**config.mk**
```make
export PLATFORM = sky130hd
export DESIGN_NAME = uart_irq_baud_dma_control
export DESIGN_NICKNAME = d
export VERILOG_FILES = /design/src/uart_ctl_pkg.sv /design/src/uart_irq_baud_dma_control.sv
export SDC_FILE = /design/constraint.sdc
export NUM_CORES = 1
export LEC_CHECK = 0
export BUFFER_PORTS_ARGS = -buffer_cell sky130_fd_sc_hd__buf_2
export CAP_MARGIN = 10
export CORE_ASPECT_RATIO = 0.8
export CORE_MARGIN = 3
export CORE_UTILIZATION = 34
export DETAILED_ROUTE_END_ITERATION = 7
export GPL_ROUTABILITY_DRIVEN = 0
export SLEW_MARGIN = 20
export SYNTH_ARGS = -nofsm -noshare
export SYNTH_HDL_FRONTEND = slang
export SYNTH_SLANG_ARGS = --single-unit
```
**constraint.sdc**
```tcl
create_clock -name clk_i -period 2.7 [get_ports clk_i]
set_clock_uncertainty 0.15 [all_clocks]
set_input_delay 0.135 -clock clk_i [delete_from_list [all_inputs] [get_ports clk_i]]
set_output_delay 0.135 -clock clk_i [all_outputs]
set_load 0.05 [all_outputs]
```
**src/uart_ctl_pkg.sv**
```systemverilog
//
// Behaviour
// Each of four interrupt sources is gated by its own enable bit
// Ident read clears tx-empty; toggling its enable re-raises it
// Software checks for a spurious tx-empty when clearing its enable
// Divisor banked pair needs the access bit; direct pair always works
// Divisor is sixteen bits, high byte and low byte, value 1 to 65535
// Generator divides the selected clock by the divisor, giving 16x rate
// Source field picks system clock or timebase divided by 2, 4, 8
// Software loads the divisor at initialisation; reset value undefined
// Line status request on an error in the first byte; line read clears
// Received-data request at trigger level; clears when count drops below
// Timeout when data waits unread four frame times, in baud clocks
// FIFO read clears timeout and restarts timer; arrival restarts if idle
// Tx-empty request when tx FIFO empty; holding write or ident read clears
// Tx-empty delayed one frame less a stop bit when under two bytes; code delays after every drain, at any count
// Enables all zero stops trigger and timeout requests; buffering goes on
// Mode 0 tx DMA request while tx empty, dropped at first write
// Mode 1 tx DMA request from empty until tx buffer is full
// Mode 0 rx DMA request while the receive buffer holds data
// Mode 1 rx DMA request at trigger or timeout, until rx empty
// Ident reports line, then rx data or timeout, then tx, then modem
// One interrupt output, active when any enabled source is pending
package uart_ctl_pkg;
  localparam logic [23:0] OFS_DIV_LOW_BANKED  = 24'h600300;
  localparam logic [23:0] OFS_DIV_HIGH_BANKED = 24'h600304;
  localparam logic [23:0] OFS_DIV_LOW_DIRECT  = 24'h600320;
  localparam logic [23:0] OFS_DIV_HIGH_DIRECT = 24'h600324;
  localparam logic [23:0] OFS_IRQ_ENABLES     = 24'h600308;
  localparam logic [23:0] OFS_IDENT           = 24'h60030C;
  localparam logic [23:0] OFS_CLOCK_SELECT    = 24'h600310;
  localparam logic [7:0]  RST_IRQ_ENABLES     = 8'h00;
  localparam logic [7:0]  RST_CLOCK_SELECT    = 8'h00;
  localparam logic [15:0] RST_DIVISOR         = 16'h0001;
  localparam int          BIT_RX_DATA_EN      = 0;
  localparam int          BIT_TX_EMPTY_EN     = 1;
  localparam int          BIT_LINE_EN         = 2;
  localparam int          BIT_MODEM_EN        = 3;
  localparam logic [3:0]  ID_NONE             = 4'h1;
  localparam logic [3:0]  ID_LINE             = 4'h6;
  localparam logic [3:0]  ID_RX_DATA          = 4'h4;
  localparam logic [3:0]  ID_TIMEOUT          = 4'hC;
  localparam logic [3:0]  ID_TX_EMPTY         = 4'h2;
  localparam logic [3:0]  ID_MODEM            = 4'h0;
  localparam logic [1:0]  FIFO_ON_BITS        = 2'h3;
  // Baud clocks per bit, and the timeout in frames (four frames of frame_len bits)
  localparam logic [4:0]  BAUD_PER_BIT        = 5'h10;
  localparam int          FRAMES_TIMEOUT      = 4;
endpackage : uart_ctl_pkg

```
**src/uart_irq_baud_dma_control.sv**
```systemverilog
// Implementation choice: the Avalon-MM register port.
`timescale 1ns/10ps
`default_nettype none
module uart_irq_baud_dma_control #(
  parameter int FIFO_DEPTH = 16,
  parameter int CW         = 5
) (
  input  wire logic          clk_i,
  input  wire logic          rst_n_i,
  // Avalon-MM slave
  input  wire logic [23:0]   avs_address_i,
  input  wire logic          avs_read_i,
  input  wire logic          avs_write_i,
  input  wire logic [31:0]   avs_writedata_i,
  output logic      [31:0]   avs_readdata_o,
  output logic               avs_waitrequest_o,
  // Surrounding UART state
  input  wire logic          timebase_clock_i,
  input  wire logic          divisor_access_bit_i,
  input  wire logic          dma_mode_select_i,
  input  wire logic          fifo_enabled_i,
  input  wire logic          two_stop_bits_i,
  input  wire logic [3:0]    frame_bits_i,
  input  wire logic [CW-1:0] rx_count_i,
  input  wire logic [CW-1:0] rx_trigger_i,
  input  wire logic          rx_push_i,
  input  wire logic          rx_pop_i,
  input  wire logic          rx_first_error_i,
  input  wire logic          line_state_read_i,
  input  wire logic [CW-1:0] tx_count_i,
  input  wire logic          tx_holding_write_i,
  input  wire logic          modem_delta_i,
  // Outputs
  output logic               baud_tick_o,
  output logic               serial_irq_out_o,
  output logic               tx_dma_request_o,
  output logic               rx_dma_request_o
);
  localparam logic [CW-1:0] FULL_COUNT = CW'(FIFO_DEPTH);
  localparam logic [CW-1:0] ZERO_COUNT = '0;
  localparam logic [CW-1:0] TWO_COUNT  = CW'(2);

  // Register state
  logic [7:0]  irq_enables;
  logic [1:0]  baud_source_field;
  logic [15:0] divisor;
  logic        rsp_valid;
  logic [31:0] rd_data;

  // Timebase is off-domain: two flops before use
  logic        tb_meta;
  logic        tb_sync;
  logic        tb_prev;
  logic [2:0]  tb_div;
  logic        src_tick;
  logic [15:0] baud_cnt;
  logic [3:0]  bit_phase;
  logic        bit_tick;

  // Interrupt state
  logic        tx_empty_pend;
  logic        tx_empty_seen;
  logic [7:0]  tx_delay_cnt;
  logic        timeout_pend;
  logic [7:0]  idle_bits;
  logic [3:0]  ident_id;

  // Address decode
  wire logic hit_low_b  = (avs_address_i == uart_ctl_pkg::OFS_DIV_LOW_BANKED)
                          && divisor_access_bit_i;
  wire logic hit_high_b = (avs_address_i == uart_ctl_pkg::OFS_DIV_HIGH_BANKED)
                          && divisor_access_bit_i;
  wire logic hit_low_d  = avs_address_i == uart_ctl_pkg::OFS_DIV_LOW_DIRECT;
  wire logic hit_high_d = avs_address_i == uart_ctl_pkg::OFS_DIV_HIGH_DIRECT;
  wire logic hit_low    = hit_low_b || hit_low_d;
  wire logic hit_high   = hit_high_b || hit_high_d;
  wire logic hit_ier    = avs_address_i == uart_ctl_pkg::OFS_IRQ_ENABLES;
  wire logic hit_ident  = avs_address_i == uart_ctl_pkg::OFS_IDENT;
  wire logic hit_csr    = avs_address_i == uart_ctl_pkg::OFS_CLOCK_SELECT;
  // One-cycle wait: access completes on the second edge
  wire logic acc_go     = (avs_read_i || avs_write_i) && !rsp_valid;
  wire logic wr_do      = avs_write_i && rsp_valid;
  wire logic rd_do      = avs_read_i && rsp_valid;
  wire logic ident_rd   = rd_do && hit_ident;
  wire logic ier_wr     = wr_do && hit_ier;
  wire logic [7:0] wbyte = avs_writedata_i[7:0];

  assign avs_waitrequest_o = (avs_read_i || avs_write_i) && !rsp_valid;
  assign avs_readdata_o    = rd_data;

  // Enable gating of each source
  wire logic en_rx   = irq_enables[uart_ctl_pkg::BIT_RX_DATA_EN];
  wire logic en_tx   = irq_enables[uart_ctl_pkg::BIT_TX_EMPTY_EN];
  wire logic en_line = irq_enables[uart_ctl_pkg::BIT_LINE_EN];
  wire logic en_mdm  = irq_enables[uart_ctl_pkg::BIT_MODEM_EN];

  // Raw sources; an all-zero enable quiets trigger and timeout
  wire logic line_req = rx_first_error_i && en_line;
  wire logic trig_hit = rx_count_i >= rx_trigger_i;
  wire logic rx_req   = trig_hit && en_rx;
  wire logic to_req   = timeout_pend && en_rx;
  wire logic tx_req   = tx_empty_pend && en_tx;
  wire logic mdm_req  = modem_delta_i && en_mdm;

  // Priority: line, rx/timeout, tx, modem
  wire logic [3:0] next_ident =
    line_req ? uart_ctl_pkg::ID_LINE :
    rx_req   ? uart_ctl_pkg::ID_RX_DATA :
    to_req   ? uart_ctl_pkg::ID_TIMEOUT :
    tx_req   ? uart_ctl_pkg::ID_TX_EMPTY :
    mdm_req  ? uart_ctl_pkg::ID_MODEM : uart_ctl_pkg::ID_NONE;

  assign serial_irq_out_o = line_req || rx_req || to_req
                            || tx_req || mdm_req;

  wire logic [31:0] rd_mux =
    hit_low   ? {24'h000000, divisor[7:0]} :
    hit_high  ? {24'h000000, divisor[15:8]} :
    hit_ier   ? {28'h0000000, irq_enables[3:0]} :
    hit_ident ? {24'h000000, uart_ctl_pkg::FIFO_ON_BITS & {2{fifo_enabled_i}},
                 2'h0, next_ident} :
    hit_csr   ? {30'h00000000, baud_source_field} : 32'h00000000;

  // Bus handshake and register writes
  always_ff @(posedge clk_i or negedge rst_n_i) begin
    if (!rst_n_i) begin
      rsp_valid         <= 1'b0;
      rd_data           <= 32'h00000000;
      irq_enables       <= uart_ctl_pkg::RST_IRQ_ENABLES;
      baud_source_field <= uart_ctl_pkg::RST_CLOCK_SELECT[1:0];
      divisor           <= uart_ctl_pkg::RST_DIVISOR;
    end else begin
      rsp_valid <= acc_go;
      if (acc_go && avs_read_i) begin
        rd_data <= rd_mux;
      end
      if (wr_do && hit_low) begin
        divisor[7:0] <= wbyte;
      end
      if (wr_do && hit_high) begin
        divisor[15:8] <= wbyte;
      end
      if (ier_wr) begin
        irq_enables <= {4'h0, wbyte[3:0]};
      end
      if (wr_do && hit_csr) begin
        baud_source_field <= wbyte[1:0];
      end
    end
  end

  // Ident holds its value between reads unless a write sets the tx-empty enable; snapshot taken on access
  always_ff @(posedge clk_i or negedge rst_n_i) begin
    if (!rst_n_i) begin
      ident_id <= uart_ctl_pkg::ID_NONE;
    end else if (acc_go && avs_read_i && hit_ident) begin
      ident_id <= next_ident;
    end else if (ier_wr && wbyte[1] && !en_tx) begin
      ident_id <= next_ident;                        // enable sets update
    end
  end

  // Timebase synchroniser and edge
  always_ff @(posedge clk_i or negedge rst_n_i) begin
    if (!rst_n_i) begin
      tb_meta <= 1'b0;
      tb_sync <= 1'b0;
      tb_prev <= 1'b0;
      tb_div  <= 3'h0;
    end else begin
      tb_meta <= timebase_clock_i;
      tb_sync <= tb_meta;
      tb_prev <= tb_sync;
      if (tb_sync && !tb_prev) begin
        tb_div <= tb_div + 3'h1;
      end
    end
  end

  // Source select; a divided edge gives one tick
  wire logic tb_rise = tb_sync && !tb_prev;
  always_comb begin
    case (baud_source_field)
      2'h0:    src_tick = 1'b1;
      2'h1:    src_tick = tb_rise && tb_div[0];
      2'h2:    src_tick = tb_rise && (tb_div[1:0] == 2'h3);
      2'h3:    src_tick = tb_rise && (tb_div == 3'h7);
      default: src_tick = 1'b0;
    endcase
  end

  // Divide by divisor; zero behaves as one so the tick never stalls
  wire logic baud_wrap = src_tick && (baud_cnt + 16'h0001 >= divisor);
  always_ff @(posedge clk_i or negedge rst_n_i) begin
    if (!rst_n_i) begin
      baud_cnt    <= 16'h0000;
      baud_tick_o <= 1'b0;
      bit_phase   <= 4'h0;
      bit_tick    <= 1'b0;
    end else begin
      baud_tick_o <= baud_wrap;
      bit_tick    <= baud_wrap && (bit_phase == 4'hF);
      if (baud_wrap) begin
        baud_cnt  <= 16'h0000;
        bit_phase <= bit_phase + 4'h1;               // 16 per bit
      end else if (src_tick) begin
        baud_cnt <= baud_cnt + 16'h0001;
      end
    end
  end

  // Frame length in bits, second stop bit included
  wire logic [4:0] frame_len = {1'b0, frame_bits_i}
                               + {4'h0, two_stop_bits_i};
  wire logic [7:0] timeout_bits = 8'(frame_len * uart_ctl_pkg::FRAMES_TIMEOUT);
  wire logic [7:0] tx_delay_bits = {3'h0, frame_len} - 8'h01;

  // Character timeout timer
  wire logic timer_rst = rx_pop_i || (rx_push_i && !timeout_pend);
  always_ff @(posedge clk_i or negedge rst_n_i) begin
    if (!rst_n_i) begin
      idle_bits    <= 8'h00;
      timeout_pend <= 1'b0;
    end else begin
      if (timer_rst || rx_count_i == ZERO_COUNT) begin
        idle_bits <= 8'h00;
      end else if (bit_tick && idle_bits != timeout_bits) begin
        idle_bits <= idle_bits + 8'h01;
      end
      if (rx_count_i != ZERO_COUNT && bit_tick
          && idle_bits + 8'h01 == timeout_bits) begin
        timeout_pend <= 1'b1;
      end else if (rx_pop_i || rx_count_i == ZERO_COUNT) begin
        timeout_pend <= 1'b0;
      end
    end
  end

  // Transmit-empty pending with delay after every drain, whatever the byte count
  wire logic tx_empty = tx_count_i == ZERO_COUNT;
  wire logic en_flip  = ier_wr && (wbyte[1] != en_tx);
  always_ff @(posedge clk_i or negedge rst_n_i) begin
    if (!rst_n_i) begin
      tx_empty_pend <= 1'b0;
      tx_empty_seen <= 1'b1;
      tx_delay_cnt  <= 8'h00;
    end else begin
      if (!tx_empty) begin
        tx_empty_seen <= 1'b0;
        tx_delay_cnt  <= 8'h00;
      end else if (!tx_empty_seen && bit_tick) begin
        tx_delay_cnt <= tx_delay_cnt + 8'h01;
        if (tx_delay_cnt + 8'h01 >= tx_delay_bits) begin
          tx_empty_seen <= 1'b1;
        end
      end
      if (tx_empty && !tx_empty_seen && bit_tick
          && tx_delay_cnt + 8'h01 >= tx_delay_bits) begin
        tx_empty_pend <= 1'b1;
      end else if (tx_empty && tx_empty_seen && en_flip) begin
        tx_empty_pend <= 1'b1;                       // re-raised
      end else if (tx_holding_write_i || !tx_empty
                   || (ident_rd && ident_id == uart_ctl_pkg::ID_TX_EMPTY)) begin
        tx_empty_pend <= 1'b0;
      end
    end
  end

  // DMA requests
  always_ff @(posedge clk_i or negedge rst_n_i) begin
    if (!rst_n_i) begin
      tx_dma_request_o <= 1'b1;
      rx_dma_request_o <= 1'b0;
    end else begin
      if (!dma_mode_select_i) begin
        tx_dma_request_o <= tx_empty && !tx_holding_write_i;
      end else if (tx_empty) begin
        tx_dma_request_o <= 1'b1;
      end else if (tx_count_i >= FULL_COUNT) begin
        tx_dma_request_o <= 1'b0;
      end
      if (!dma_mode_select_i) begin
        rx_dma_request_o <= rx_count_i != ZERO_COUNT;
      end else if (rx_count_i == ZERO_COUNT) begin
        rx_dma_request_o <= 1'b0;
      end else if (trig_hit || timeout_pend) begin
        rx_dma_request_o <= 1'b1;
      end
    end
  end

  // Checks
  line_irq_gate_a: assert property (@(posedge clk_i) disable iff (!rst_n_i)
    (rx_first_error_i && en_line) |-> serial_irq_out_o)
    else $error("line status not signalled");
  enable_gate_a: assert property (@(posedge clk_i) disable iff (!rst_n_i)
    (irq_enables[3:0] == 4'h0) |-> !serial_irq_out_o)
    else $error("irq with all enables off");
  quiet_polled_a: assert property (@(posedge clk_i) disable iff (!rst_n_i)
    !en_rx |-> !(rx_req || to_req))
    else $error("rx irq while polled");
  rx_dma_m0_a: assert property (@(posedge clk_i) disable iff (!rst_n_i)
    !dma_mode_select_i ##1 !dma_mode_select_i
    |-> rx_dma_request_o == ($past(rx_count_i) != ZERO_COUNT))
    else $error("rx dma mode 0 wrong");
  rx_dma_empty_a: assert property (@(posedge clk_i) disable iff (!rst_n_i)
    (rx_count_i == ZERO_COUNT) |=> !rx_dma_request_o)
    else $error("rx dma while empty");
  tx_dma_m0_a: assert property (@(posedge clk_i) disable iff (!rst_n_i)
    (!dma_mode_select_i && tx_holding_write_i) |=> !tx_dma_request_o)
    else $error("tx dma not dropped");
  tx_dma_full_a: assert property (@(posedge clk_i) disable iff (!rst_n_i)
    (dma_mode_select_i && tx_count_i >= FULL_COUNT) |=> !tx_dma_request_o)

    else $error("tx dma while full");
  timeout_clear_a: assert property (@(posedge clk_i) disable iff (!rst_n_i)
    (rx_pop_i && !(bit_tick && idle_bits + 8'h01 == timeout_bits))
    |=> !timeout_pend)
    else $error("timeout not cleared by read");
  tx_write_clear_a: assert property (@(posedge clk_i) disable iff (!rst_n_i)
    !tx_empty |=> !tx_empty_pend)
    else $error("tx empty while data queued");
  bank_lock_a: assert property (@(posedge clk_i) disable iff (!rst_n_i)
    (wr_do && !divisor_access_bit_i
     && avs_address_i == uart_ctl_pkg::OFS_DIV_LOW_BANKED)
    |=> $stable(divisor))
    else $error("banked divisor written while locked");
  wait_bound_a: assert property (@(posedge clk_i) disable iff (!rst_n_i)
    avs_waitrequest_o |=> !avs_waitrequest_o)
    else $error("waitrequest held two cycles");
  ident_prio_a: assert property (@(posedge clk_i) disable iff (!rst_n_i)
    (acc_go && avs_read_i && hit_ident && line_req)
    |=> ident_id == uart_ctl_pkg::ID_LINE)
    else $error("line status not top priority");

  timeout_seen_c: cover property (@(posedge clk_i) disable iff (!rst_n_i)
    $rose(timeout_pend));
  tx_empty_seen_c: cover property (@(posedge clk_i) disable iff (!rst_n_i)
    $rose(tx_empty_pend));
  rx_dma_m1_c: cover property (@(posedge clk_i) disable iff (!rst_n_i)
    dma_mode_select_i && $rose(rx_dma_request_o));
  ident_read_c: cover property (@(posedge clk_i) disable iff (!rst_n_i)
    ident_rd && ident_id == uart_ctl_pkg::ID_TX_EMPTY);
endmodule : uart_irq_baud_dma_control
`default_nettype wire

```
==> results.txt, run 1 <==
Most frequent cell after synthesis: nand2_1. The row count is 41, and the largest fanout on the critical path is 4. Setup repair after global routing could not meet its margin everywhere. The critical path in this run is classified as flip-flop to flip-flop. The final layout contains 903 nets. The DRC violations left was 0; the CTS sink count was 84. The clock latency on the worst-skew pair was 0.35 ns; the number of buffers added on ports was 77.

Setup violations remaining at the end of the flow were counted as 15. The number of placed instances, taps included, is 947. The flow ran to the end, but the final reports show violations. The critical path goes through and3_4, and4_4, nand4_1, xnor2_2, ha_1, a21oi_2, o21ai_1, a21o_1, a21oi_4, buf_6, nor2_4, mux2_4. OpenSTA, run right after detailed placement, puts the worst setup slack at -0.152 ns. After synthesis, the cell types taking the most area are dfrtp_1, ha_1, nand2_1. Wires add up to 14.3 mm.

Timing would allow up to 351 MHz. The average instance in the mapped netlist occupies 8.94 sq um. The clock passes through at most 2 buffers.

For the final worst-path setup slack, the log shows -0.149 ns. After floorplanning, the core was sized to cover 16,100 sq um. The via count of the first global-routing pass is 4,705. Summed over all layers, the global routing overflow is 0. For the number of standard cells in the final layout excluding fillers, the log shows 993. TritonCTS built the clock tree.

After routing the design area is 7170 sq um. Entering global routing, the biggest net connects 55 pins. After clock tree synthesis, the clock-pin slew on the worst setup and hold paths is 0.06 ns.

The tools report the root buffer cell as clkbuf_16. Of the post-synthesis cell area, the dominant cell type holds 35.4%. In the global route stage, overall resource usage came out at 16.1%. The checks that failed: setup timing.

Of all flip-flops after synthesis, the portion carrying an async set or reset was 100%. Most frequently used flop master after synthesis: dfrtp_1. For the number of antenna violations at the first check in global routing, the log shows 0. The max-slew headroom at the worst pin came out at 62.2%. The worst setup path is launched from a flip-flop. Using the TritonRoute via totals, the vias-per-cell ratio works out to 4.91. Final critical delay including setup and external delays: 2.85 ns. From left edge to right edge, the die measures 150 microns.

The power density over the cells was 403 nW/um^2; the final HPWL from detailed placement was 10.8 mm. Across the VDD grid, the largest voltage drop is 281 uV. The run gives 66 as the number of library cell types mapped by synthesis. The commonest cells after synthesis are nand2_1, dfrtp_1, o21ai_0. In this run the cell area of the synthesized design comes to 5660 sq um. Class of the worst hold path: primary input to flip-flop. The fraction of the core area covered by cells at the end of the flow was 44.7%.

Power comes to 2.89 mW. For this design the static power due to leakage is 3.52 nW. The first TritonRoute pass finished after 5 iterations. After technology mapping, the gate count stands at 633. The number of clock buffers added by TritonCTS is 9.

In this run the remaining antenna-violating nets after routing total 0. The H-tree was split into 3 levels. After detailed placement, the total cell area comes to 6520 sq um. The number of warnings printed during yosys synthesis was 0; the final-report max-slew violation count was 0. 127 I/O pins were placed.

Sequential cells were found to cover 37.2% of the synthesized design area. In this run, synthesis inferred 0 flip-flops with an integrated enable. The largest single stage delay on the critical path is 0.36 ns. Of the cells placed in the final design, the portion with a size suffix greater than 1 is 26.2%.

The routed wire length per instance was 14.4 microns. The die is 121 microns tall. The first global-routing pass estimated 23.3 mm of wire. At the worst endpoint, the required time is 2.78 ns. At the worst endpoint, the arrival time is 2.93 ns.

For the pin with the worst max-slew slack, the measured transition is 0.566 ns. The total die area is 18,200 sq um. In the finished design, the share of the clock period the worst path needs comes to 106%.

Cell type with the largest total area after synthesis: dfrtp_1. The initial utilization of the core area, before any placement, comes to 35.2%. The run gives 4,872 as the via count. Area overhead of the layout relative to synthesis: 26.8%. Category of the worst setup path capture point: a flip-flop.

0 antenna diodes ended up in the layout. The cell type of the slowest stage on the worst timing path was dfrtp_1. The count of final hold-check violations is 0. The detailed router finished its first iteration with 245 violations. The number of register bits inferred by synthesis came out at 84. Across the run, the number of max-cap violations was 0.
[logic make-up after synthesis]
logic type,count (synthesis),synth area share [%]
XOR/XNOR,46,7.37
flip-flops,84,37.2
adder cells (fa/ha/maj),40,8.85
buffers and inverters,79,7.28
other,1,0.0663
AO/OA/AOI/OAI,125,14.2
AND/OR/NAND/NOR,239,21.4
multiplexers,19,3.65
[final cells by class]
cell class / instances / area, sq um
fillers: 1588 / 8890
clock buffers: 12 / 256
repair buffers: 151 / 1020
inverters: 34 / 128
flip-flops and latches: 84 / 2110
multi-input cells: 493 / 3370
well taps: 215 / 269
clock inverters: 4 / 25.0
[through the flow]
step	TNS [ns]	hold WS (ns)
CTS	-0.184	0.00110
detailed placement	-1.47	-0.0405
global route	-3.92	0.0216
floorplan	0	-0.311
finish	-0.938	0.0208
global placement	-0.910	-0.0413
[worst max-delay path, delay by kind of cell (launching register included)]
family	cells	cell delay [ns]
buffers and inverters	1	0.15
XOR/XNOR	1	0.18
multiplexers	1	0.30
AO/OA/AOI/OAI	4	0.62
adder cells (fa/ha/maj)	1	0.34
flip-flops	1	0.36
AND/OR/NAND/NOR	4	0.66
[path summary, 6_finish.rpt]
check / start / end / slack [ns] / cells past startpoint
max in group asynchronous: rst_n_i / divisor[0] / 1.59 / 3
min in group asynchronous: rst_n_i / idle_bits[3] / 0.11 / 2
worst min register to register: tb_meta / tb_sync / 0.20 / 0
worst min-delay path: tx_holding_write_i / tx_dma_request_o / 0.02 / 4
worst max register to register: baud_cnt[4] / bit_phase[1] / -0.15 / 12
worst max-delay path: baud_cnt[4] / bit_phase[1] / -0.15 / 12
[routing by layer]
metal  global-route usage (%)  vias up  part of all wire (%)
met4                     3.77        0                   1.2
met5                        0        -                     0
met1                     22.9     2286                    48
li1                         -     2455                     -
met2                     25.0      119                    46
met3                     3.73       12                   4.9
[power by group]
part / total (mW) / switching, mW / internal, mW
Sequential: 1.31 / 0.0206 / 1.29
Combinational: 0.403 / 0.261 / 0.142
Clock: 1.18 / 0.507 / 0.670
[registers in the layout, indices dropped and copies added (netlist names)]
register	cells
baud_tick_o	1
tb_sync	1
tb_div	3
timeout_pend	1
tx_empty_seen	1
tb_meta	1
tx_empty_pend	1
tb_prev	1
rsp_valid	1
bit_phase	4
idle_bits	8
tx_delay_cnt	8
divisor	16
baud_source_field	2
irq_enables	4
rx_dma_request_o	1
avs_readdata_o	8
baud_cnt	16
tx_dma_request_o	1
ident_id	4
bit_tick	1
[cells in the final DEF (no fill, tap or decap), types with 5 or more instances in the layout]
cell,n
nand3_1,25
nand4_1,5
xnor2_1,25
inv_1,34
ha_1,39
or3_1,6
a21o_1,8
o21ai_2,6
dfrtp_1,80
nand2_1,88
buf_4,52
xor2_1,17
nor3_1,6
nand2b_1,14
mux2i_1,9
o21ai_0,39
clkbuf_16,9
and3_1,8
nor2_1,37
o21ai_1,5
a21oi_1,17
buf_6,6
buf_2,76
mux2_2,8
dlygate4sd3_1,16
conb_1,24
[repair_timing]
item | 4_1_cts | 5_1_grt
pin swaps | 10 | 18
buffers inserted | 12 | 2
cloned | 0 | 0
setup endpoints to repair | 16 | 22
gates resized for setup | 12 | 17
hold endpoints to repair | 57 | 0
hold buffers | 16 | 0
Note: power is estimated with default switching activity, not from simulation.
==> run 2, diff against run 1 <==
--- a/config.mk
+++ b/config.mk
@@ -12,6 +12,8 @@
 export CORE_UTILIZATION = 34
 export DETAILED_ROUTE_END_ITERATION = 7
 export GPL_ROUTABILITY_DRIVEN = 0
+export MAX_ROUTING_LAYER = met4
+export PLACE_DENSITY_LB_ADDON = 0.08
 export SLEW_MARGIN = 20
 export SYNTH_ARGS = -nofsm -noshare
 export SYNTH_HDL_FRONTEND = slang
==> results.txt, run 2 (synthesis gave the netlist of run 1 again) <==
The busiest metal layer after global routing is met2. For the via count of the first global-routing pass, the log shows 4,559 (-3.1%). For the depth of the CTS H-tree, the log shows 3 (unchanged). The worst hold path belongs to the class primary input to flip-flop.

The number of top-level pins was 127 (unchanged); the power density over the cells was 392 nW/um^2 (-2.8%). The tools report the fraction of the core area covered by cells at the end of the flow as 44.6% (-0.062 points). Overall die width: 150 microns (unchanged).

The tools report the total die area as 18,200 sq um (unchanged). For the number of optimization iterations in the first detailed-route pass, the log shows 4 (-1). In the final layout, the registers with the most flip-flops are baud_cnt x16, divisor x16. The total congestion overflow is 0 (unchanged). The run gives 0 (unchanged) as the number of diodes added for antenna fixing. Relative to the synthesized area, the layout overhead comes to 26.6%. Setup repair after global routing could not meet its margin everywhere.

The run gives 985 (-0.81%) as the number of standard cells in the final layout excluding fillers. The count of final hold-check violations came out at 0 (unchanged). The final reports fail on setup timing.

The logs give 0 (unchanged) for the number of antenna violations at the first check in global routing and 9 (unchanged) for the number of CTS-inserted buffers. The total of endpoints with negative setup slack in the final report is 19 (+4), and the number of buffers added on ports is 77 (unchanged). The cell count after placement was 945 (-0.21%). TritonCTS built the clock tree. The logs give -0.913 ns (+0.0249 ns) for the setup total negative slack and 41 (unchanged) for the row count. The kind of launch point of the worst setup path is a flip-flop. The total number of nets in the final design was 896 (-0.78%).

Family with the most delay on the worst path: simple AND/OR/NAND/NOR gates. The static leakage power was 3.49 nW (-0.72%). The maximum single-stage delay on the critical path is 0.35 ns (about the same). The run gives 47 (-15%) as the maximum number of pins on one net before global-route repair. The wire length of the first global-routing pass is 22.6 mm (-3.0%). The total routing usage reported by global routing was 16.2% (+0.084 points); the maximum ir drop on the vdd rail was 289 uV (+2.9%). The logs give 7160 sq um (-0.14%) for the finished layout cell area and -0.155 ns (-0.00329 ns) for the setup slack at placement. Vias per cell: 4.82 (-1.9%). The run gives 2.96 ns (+0.03 ns) as the data arrival at the endpoint of the critical path.

The cell type of the slowest stage on the worst timing path is dfrtp_1. The final HPWL from detailed placement is 11.0 mm (+1.6%), and the final critical delay including setup and external delays is 2.84 ns (-0.00597 ns). The CTS sink count came out at 84 (unchanged). The met2 global-route usage was 25.4% (+0.42 points); the detailed router's first-iteration violation count was 227 (-7.3%). Category of the worst setup path capture point: a flip-flop. The tools report the DRC violations left as 0 (unchanged). Number of maximum-capacitance violations: 0 (unchanged). The pin slew with the least headroom to its limit was 0.747 ns (+0.181 ns). The run gives 16,100 sq um (unchanged) as the area of the core region.

The required time of the critical path is 2.82 ns (+0.04 ns), and the met3 capacity usage during global routing is 3.92% (+0.19 points). The post-route clock period utilization was 105% (-0.22 points); the final-report max-slew violation count was 0 (unchanged). The library cell used most frequently in the layout, excluding fill and tap cells, is nand2_1. The run gives 6500 sq um (-0.23%) as the area after detailed placement. Remaining antenna violation count after routing: 0 (unchanged). For the starting density of the core, the log shows 35.2% (unchanged). The chip height works out to 121 microns (unchanged). The via count is 4,743 (-2.6%), and the ratio of cells with drive above 1 in the final layout is 25.8% (-0.38 points).

Traced cell by cell, the critical path runs through and3_4, buf_4, nand3_2, nor3_4, xor2_2, ha_1, nand2_1, nor2_4, nor4b_4, a21oi_4, buf_12, nor3b_1, and3_1. The setup path with the least slack is of type flip-flop to flip-flop. The final worst-path setup slack was -0.143 ns (+0.00597 ns); the hold slack was 0.0510 ns (+0.0302 ns). The run finished, with violations left.

For the routing usage on met1, the log shows 21.8% (-1.1 points). The max-slew headroom at the worst pin is 49.7% (-13 points), and the clock slew seen by the registers of the worst setup and hold paths is 0.06 ns (about the same). The achievable frequency came out at 352 MHz (+0.21%).

The run gives 14.1 mm (-1.1%) as the total routed wirelength. For the overall power after layout, the log shows 2.80 mW (-2.9%). The root buffer cell was clkbuf_16.

The largest fanout on the critical path was 8 (+4); the clock latency on the worst-skew pair was 0.34 ns (about the same). Routed wire length per instance: 14.4 microns (-0.29%). The top cell types in the final layout, fill and taps aside, are nand2_1, dfrtp_1, buf_2. The clock tree buffer depth was 2 (unchanged); the count of buffering cells on the critical path with inverters included was 2 (+1).
[run 2: area by class of cell]
class	instances	area, sq um
fillers	1541	8900
repair buffers	144	975
multi-input cells	493	3430
inverters	34	128
flip-flops and latches	84	2110
clock buffers	12	236
well taps	215	269
clock inverters	3	17.5
[run 2: path summary, 6_finish.rpt]
check | start | end | slack (ns) | cells past startpoint
setup reg to reg | baud_cnt[2] | bit_tick | -0.14 | 13
hold / removal | modem_delta_i | ident_id[0] | 0.05 | 5
setup / recovery | baud_cnt[2] | bit_tick | -0.14 | 13
max in group asynchronous | rst_n_i | tx_dma_request_o | 1.54 | 3
min in group asynchronous | rst_n_i | ident_id[3] | 0.17 | 2
hold reg to reg | tb_meta | tb_sync | 0.20 | 0
[run 2: per-layer routing]
| layer | vias to the layer above | part of all wire [%] |
|---|---|---|
| met5 | - | 0 |
| met4 | 0 | 0.53 |
| met3 | 6 | 4.5 |
| met2 | 88 | 46 |
| met1 | 2212 | 49 |
| li1 | 2437 | - |
[run 2: what timing repair did]
action                                  CTS  global route
setup buffers                             2             7
gates cloned                              0             1
hold buffers                             16             0
pin swaps                                12            11
endpoints found under the setup margin   19            24
gates resized for setup                  15            24
hold endpoints to repair                 63             0
[run 2: worst reg2reg max path: cells and delay by family (launching register included)]
kind / cells / cell delay (ns)
AOI/OAI and AO/OA: 1 / 0.10
adders and majority gates: 1 / 0.29
xor gates and xnor gates: 1 / 0.13
buffers and inverters: 2 / 0.26
and+or+nand+nor: 8 / 1.51
DFF: 1 / 0.35
[run 2: where the power goes]
part | switching, mW | total (mW) | internal (mW)
Clock | 0.474 | 1.09 | 0.615
Combinational | 0.262 | 0.409 | 0.147
Sequential | 0.0187 | 1.31 | 1.29
Total | 0.755 | 2.80 | 2.05
==> run 3, diff against run 2 <==
--- a/config.mk
+++ b/config.mk
@@ -13,7 +13,7 @@
 export DETAILED_ROUTE_END_ITERATION = 7
 export GPL_ROUTABILITY_DRIVEN = 0
 export MAX_ROUTING_LAYER = met4
-export PLACE_DENSITY_LB_ADDON = 0.08
+export PLACE_DENSITY = 0.67
 export SLEW_MARGIN = 20
 export SYNTH_ARGS = -nofsm -noshare
 export SYNTH_HDL_FRONTEND = slang
==> constraint.sdc (replaced) <==
create_clock -name clk_i -period 2.7 [get_ports clk_i]
set_clock_uncertainty 0.15 [all_clocks]
set_input_delay 0.54 -clock clk_i [delete_from_list [all_inputs] [get_ports clk_i]]
set_output_delay 0.54 -clock clk_i [all_outputs]
set_load 0.05 [all_outputs]
==> results.txt, run 3 (synthesis gave the netlist of run 1 again) <==
The tree is rooted in a clkbuf_16. The total die area was 18,200 sq um (unchanged); the area of the core region was 16,100 sq um (unchanged). The number of maximum-capacitance violations is 0 (unchanged), and the final critical delay including setup and external delays is 2.84 ns (-0.00303 ns). The row count was 41 (unchanged); the required time of the critical path was 2.76 ns (-0.06 ns). Maximum ir drop on the vdd rail: 343 uV (+19%). In the layout the commonest cells are nand2_1, dfrtp_1, buf_2. The vias per cell was 4.85 (+0.69%).

Worst hold path endpoint: tb_meta. The worst setup path is of the flip-flop to flip-flop kind. The logs give 0.34 ns (about the same) for the clock latency on the worst-skew pair and 4,645 (+1.9%) for the via count of the first global-routing pass.

Compared with the post-synthesis result, the final layout area differs by 29.1%. The starting density of the core was 35.2% (unchanged). The tools report the clock tree buffer depth as 2 (unchanged). The flow ran to the end, but the final reports show violations. Among the stages of the critical path, the cell type that occurs most often is buf_4. On the critical path the largest part of the delay comes from simple AND/OR/NAND/NOR gates. The logs give 127 (unchanged) for the number of top-level pins and 22.9 mm (+1.1%) for the wire length of the first global-routing pass.

The ratio of cells with drive above 1 in the final layout came out at 29.7% (+3.8 points). The chip height was 121 microns (unchanged); the wire length the detailed router placed on met1 was 6.60 mm (-4.7%). The achievable frequency was 352 MHz (+0.11%). The total of endpoints with negative setup slack in the final report is 21 (+2), and the number of antenna violations at the first check in global routing is 0 (unchanged). The run gives 69 (+47%) as the maximum number of pins on one net before global-route repair. The kind of launch point of the worst setup path was a flip-flop. The run gives 6.37 mm (-2.1%) as the detailed-routed wire length on met2. The number of buffers added on ports was 77 (unchanged). The tools report the CTS sink count as 84 (unchanged). Worst reg-to-reg path cell count: 13 (unchanged).

The largest fanout on the critical path works out to 4 (-4). The setup slack at placement was -0.304 ns (-0.149 ns). The library cell used most frequently in the layout, excluding fill and tap cells, is nand2_1. The signal on the critical path passes through and3_4, and4_4, nand2_2, buf_4, xnor2_2, ha_1, a21oi_2, o21ai_2, a21o_1, a21oi_4, buf_4, nor2_4, mux2_4. The run gives 0 (unchanged) as the total congestion overflow.

Setup repair after global routing could not meet its margin everywhere. The final HPWL from detailed placement was 10.5 mm (-4.5%). The remaining antenna violation count after routing is 0 (unchanged). The via count was 4,834 (+1.9%).

The logs give 52.1% (+2.5 points) for the max-slew headroom at the worst pin and 0 (unchanged) for the final-report max-slew violation count. The register-to-register path setup slack was -0.14 ns (about the same). The maximum single-stage delay on the critical path is 0.35 ns (about the same).

Launch instance of the worst register-to-register path: baud_cnt[4]. Signal routing reaches up to met4. In the final layout, the registers with the most flip-flops are baud_cnt x16, divisor x16. The run gives 3 (unchanged) as the depth of the CTS H-tree. The start point of the worst min-delay path was timebase_clock_i. The routed length on met3 is 630 microns (-0.16%), and the count of buffering cells on the critical path with inverters included is 2 (unchanged). The routed wire length per instance works out to 13.8 microns (-3.8%). The checks that failed: setup timing. The cell type of the slowest stage on the worst timing path is dfrtp_1. TritonCTS built the clock tree.

For the DRC violations left, the log shows 0 (unchanged). The run gives 907 (+1.2%) as the total number of nets in the final design. The run gives 6660 sq um (+2.4%) as the area after detailed placement. The static leakage power is 3.58 nW (+2.5%). The endpoint of the most critical register-to-register path was bit_phase[1].

The final worst-path setup slack was -0.140 ns (+0.00303 ns). The finished layout cell area was 7300 sq um (+2.0%); the total routed wirelength was 13.8 mm (-2.7%). The total routing usage reported by global routing is 16.0% (-0.24 points), and the post-route clock period utilization is 105% (-0.11 points).

The clock slew seen by the registers of the worst setup and hold paths is 0.06 ns (about the same), and the number of CTS-inserted buffers is 9 (unchanged). The detailed router's first-iteration violation count is 233 (+2.6%). Pin slew with the least headroom to its limit: 0.711 ns (-0.0366 ns). The data arrival at the endpoint of the critical path was 2.90 ns (-0.06 ns); the overall die width was 150 microns (unchanged). For the number of optimization iterations in the first detailed-route pass, the log shows 5 (+1). The category of the worst setup path capture point is a flip-flop. The count of final hold-check violations was 0 (unchanged).

The power density over the cells was 433 nW/um^2 (+11%). For the number of diodes added for antenna fixing, the log shows 0 (unchanged). Class of the worst hold path: primary input to flip-flop. The number of cells traversed by the worst hold path came out at 1 (-4).
-- run 3: changes by cell type in the layout (fill, tap and decap cells not counted), moves of 3 or more --
cell	change
buf_4	+26
clkbuf_1	-3
o21ai_0	-5
o21ai_2	+3
dlygate4sd3_1	-15
bufinv_16	+3
o21ai_1	+3
-- run 3: final cells by class --
| cell class | count | area [sq um] |
|---|---|---|
| clock inverters | 6 | 111 |
| repair buffers | 155 | 1020 |
| clock buffers | 10 | 239 |
| flip-flops and latches | 84 | 2110 |
| multi-input cells | 493 | 3430 |
| fillers | 1530 | 8750 |
| well taps | 215 | 269 |
| inverters | 34 | 128 |
-- run 3: how the worst max path moves through the flow --
stage / startpoint / endpoint / slack (ns) / cells past startpoint
6_report: baud_cnt[4] / bit_phase[1] / -0.14 / 13
5_1_grt: baud_cnt[4] / baud_cnt[9] / -0.28 / 14
4_1_cts: baud_cnt[3] / baud_cnt[9] / -0.09 / 12
3_5_place_dp: two_stop_bits_i / tx_empty_pend / -0.30 / 12
3_3_place_gp: two_stop_bits_i / tx_empty_pend / -0.21 / 12
2_1_floorplan: two_stop_bits_i / tx_empty_pend / 0.004 / 12
-- run 3: layer usage --
| metal | GRT usage [%] | vias to the layer above |
|---|---|---|
| met5 | - | - |
| met4 | 3.54 | 0 |
| met3 | 3.06 | 17 |
| met2 | 24.1 | 103 |
| met1 | 22.4 | 2253 |
| li1 | - | 2461 |
-- run 3: power by group --
group / total (mW) / internal, mW / switching [mW] / leakage [nW]
logic: 0.426 / 0.160 / 0.266 / 2.37
clock network: 1.43 / 0.929 / 0.503 / 0.169
registers: 1.31 / 1.29 / 0.0193 / 1.04
total: 3.16 / 2.38 / 0.789 / 3.58
-- run 3: stage by stage --
| step | cells | setup TNS [ns] | hold WS, ns | total power [mW] | utilization, % |
|---|---|---|---|---|---|
| finish | 997 | -1.25 | 0.163 | 3.16 | 45.5 |
| global route | 997 | -4.37 | 0.142 | 3.32 | 45.5 |
| CTS | 985 | -1.16 | 0.150 | 3.18 | 44.3 |
| detailed placement | 966 | -2.72 | 0.190 | 1.73 | 41.5 |
| global placement | 966 | -1.91 | 0.185 | 1.73 | 41.5 |
| floorplan | 656 | 0 | 0.0944 | 1.60 | - |
-- run 3: timing repair --
item,CTS,global route
pin swaps,17,14
hold buffers,1,0
buffers inserted,2,12
hold endpoints to repair,16,0
resized for setup,22,26
endpoints found under the setup margin,22,25
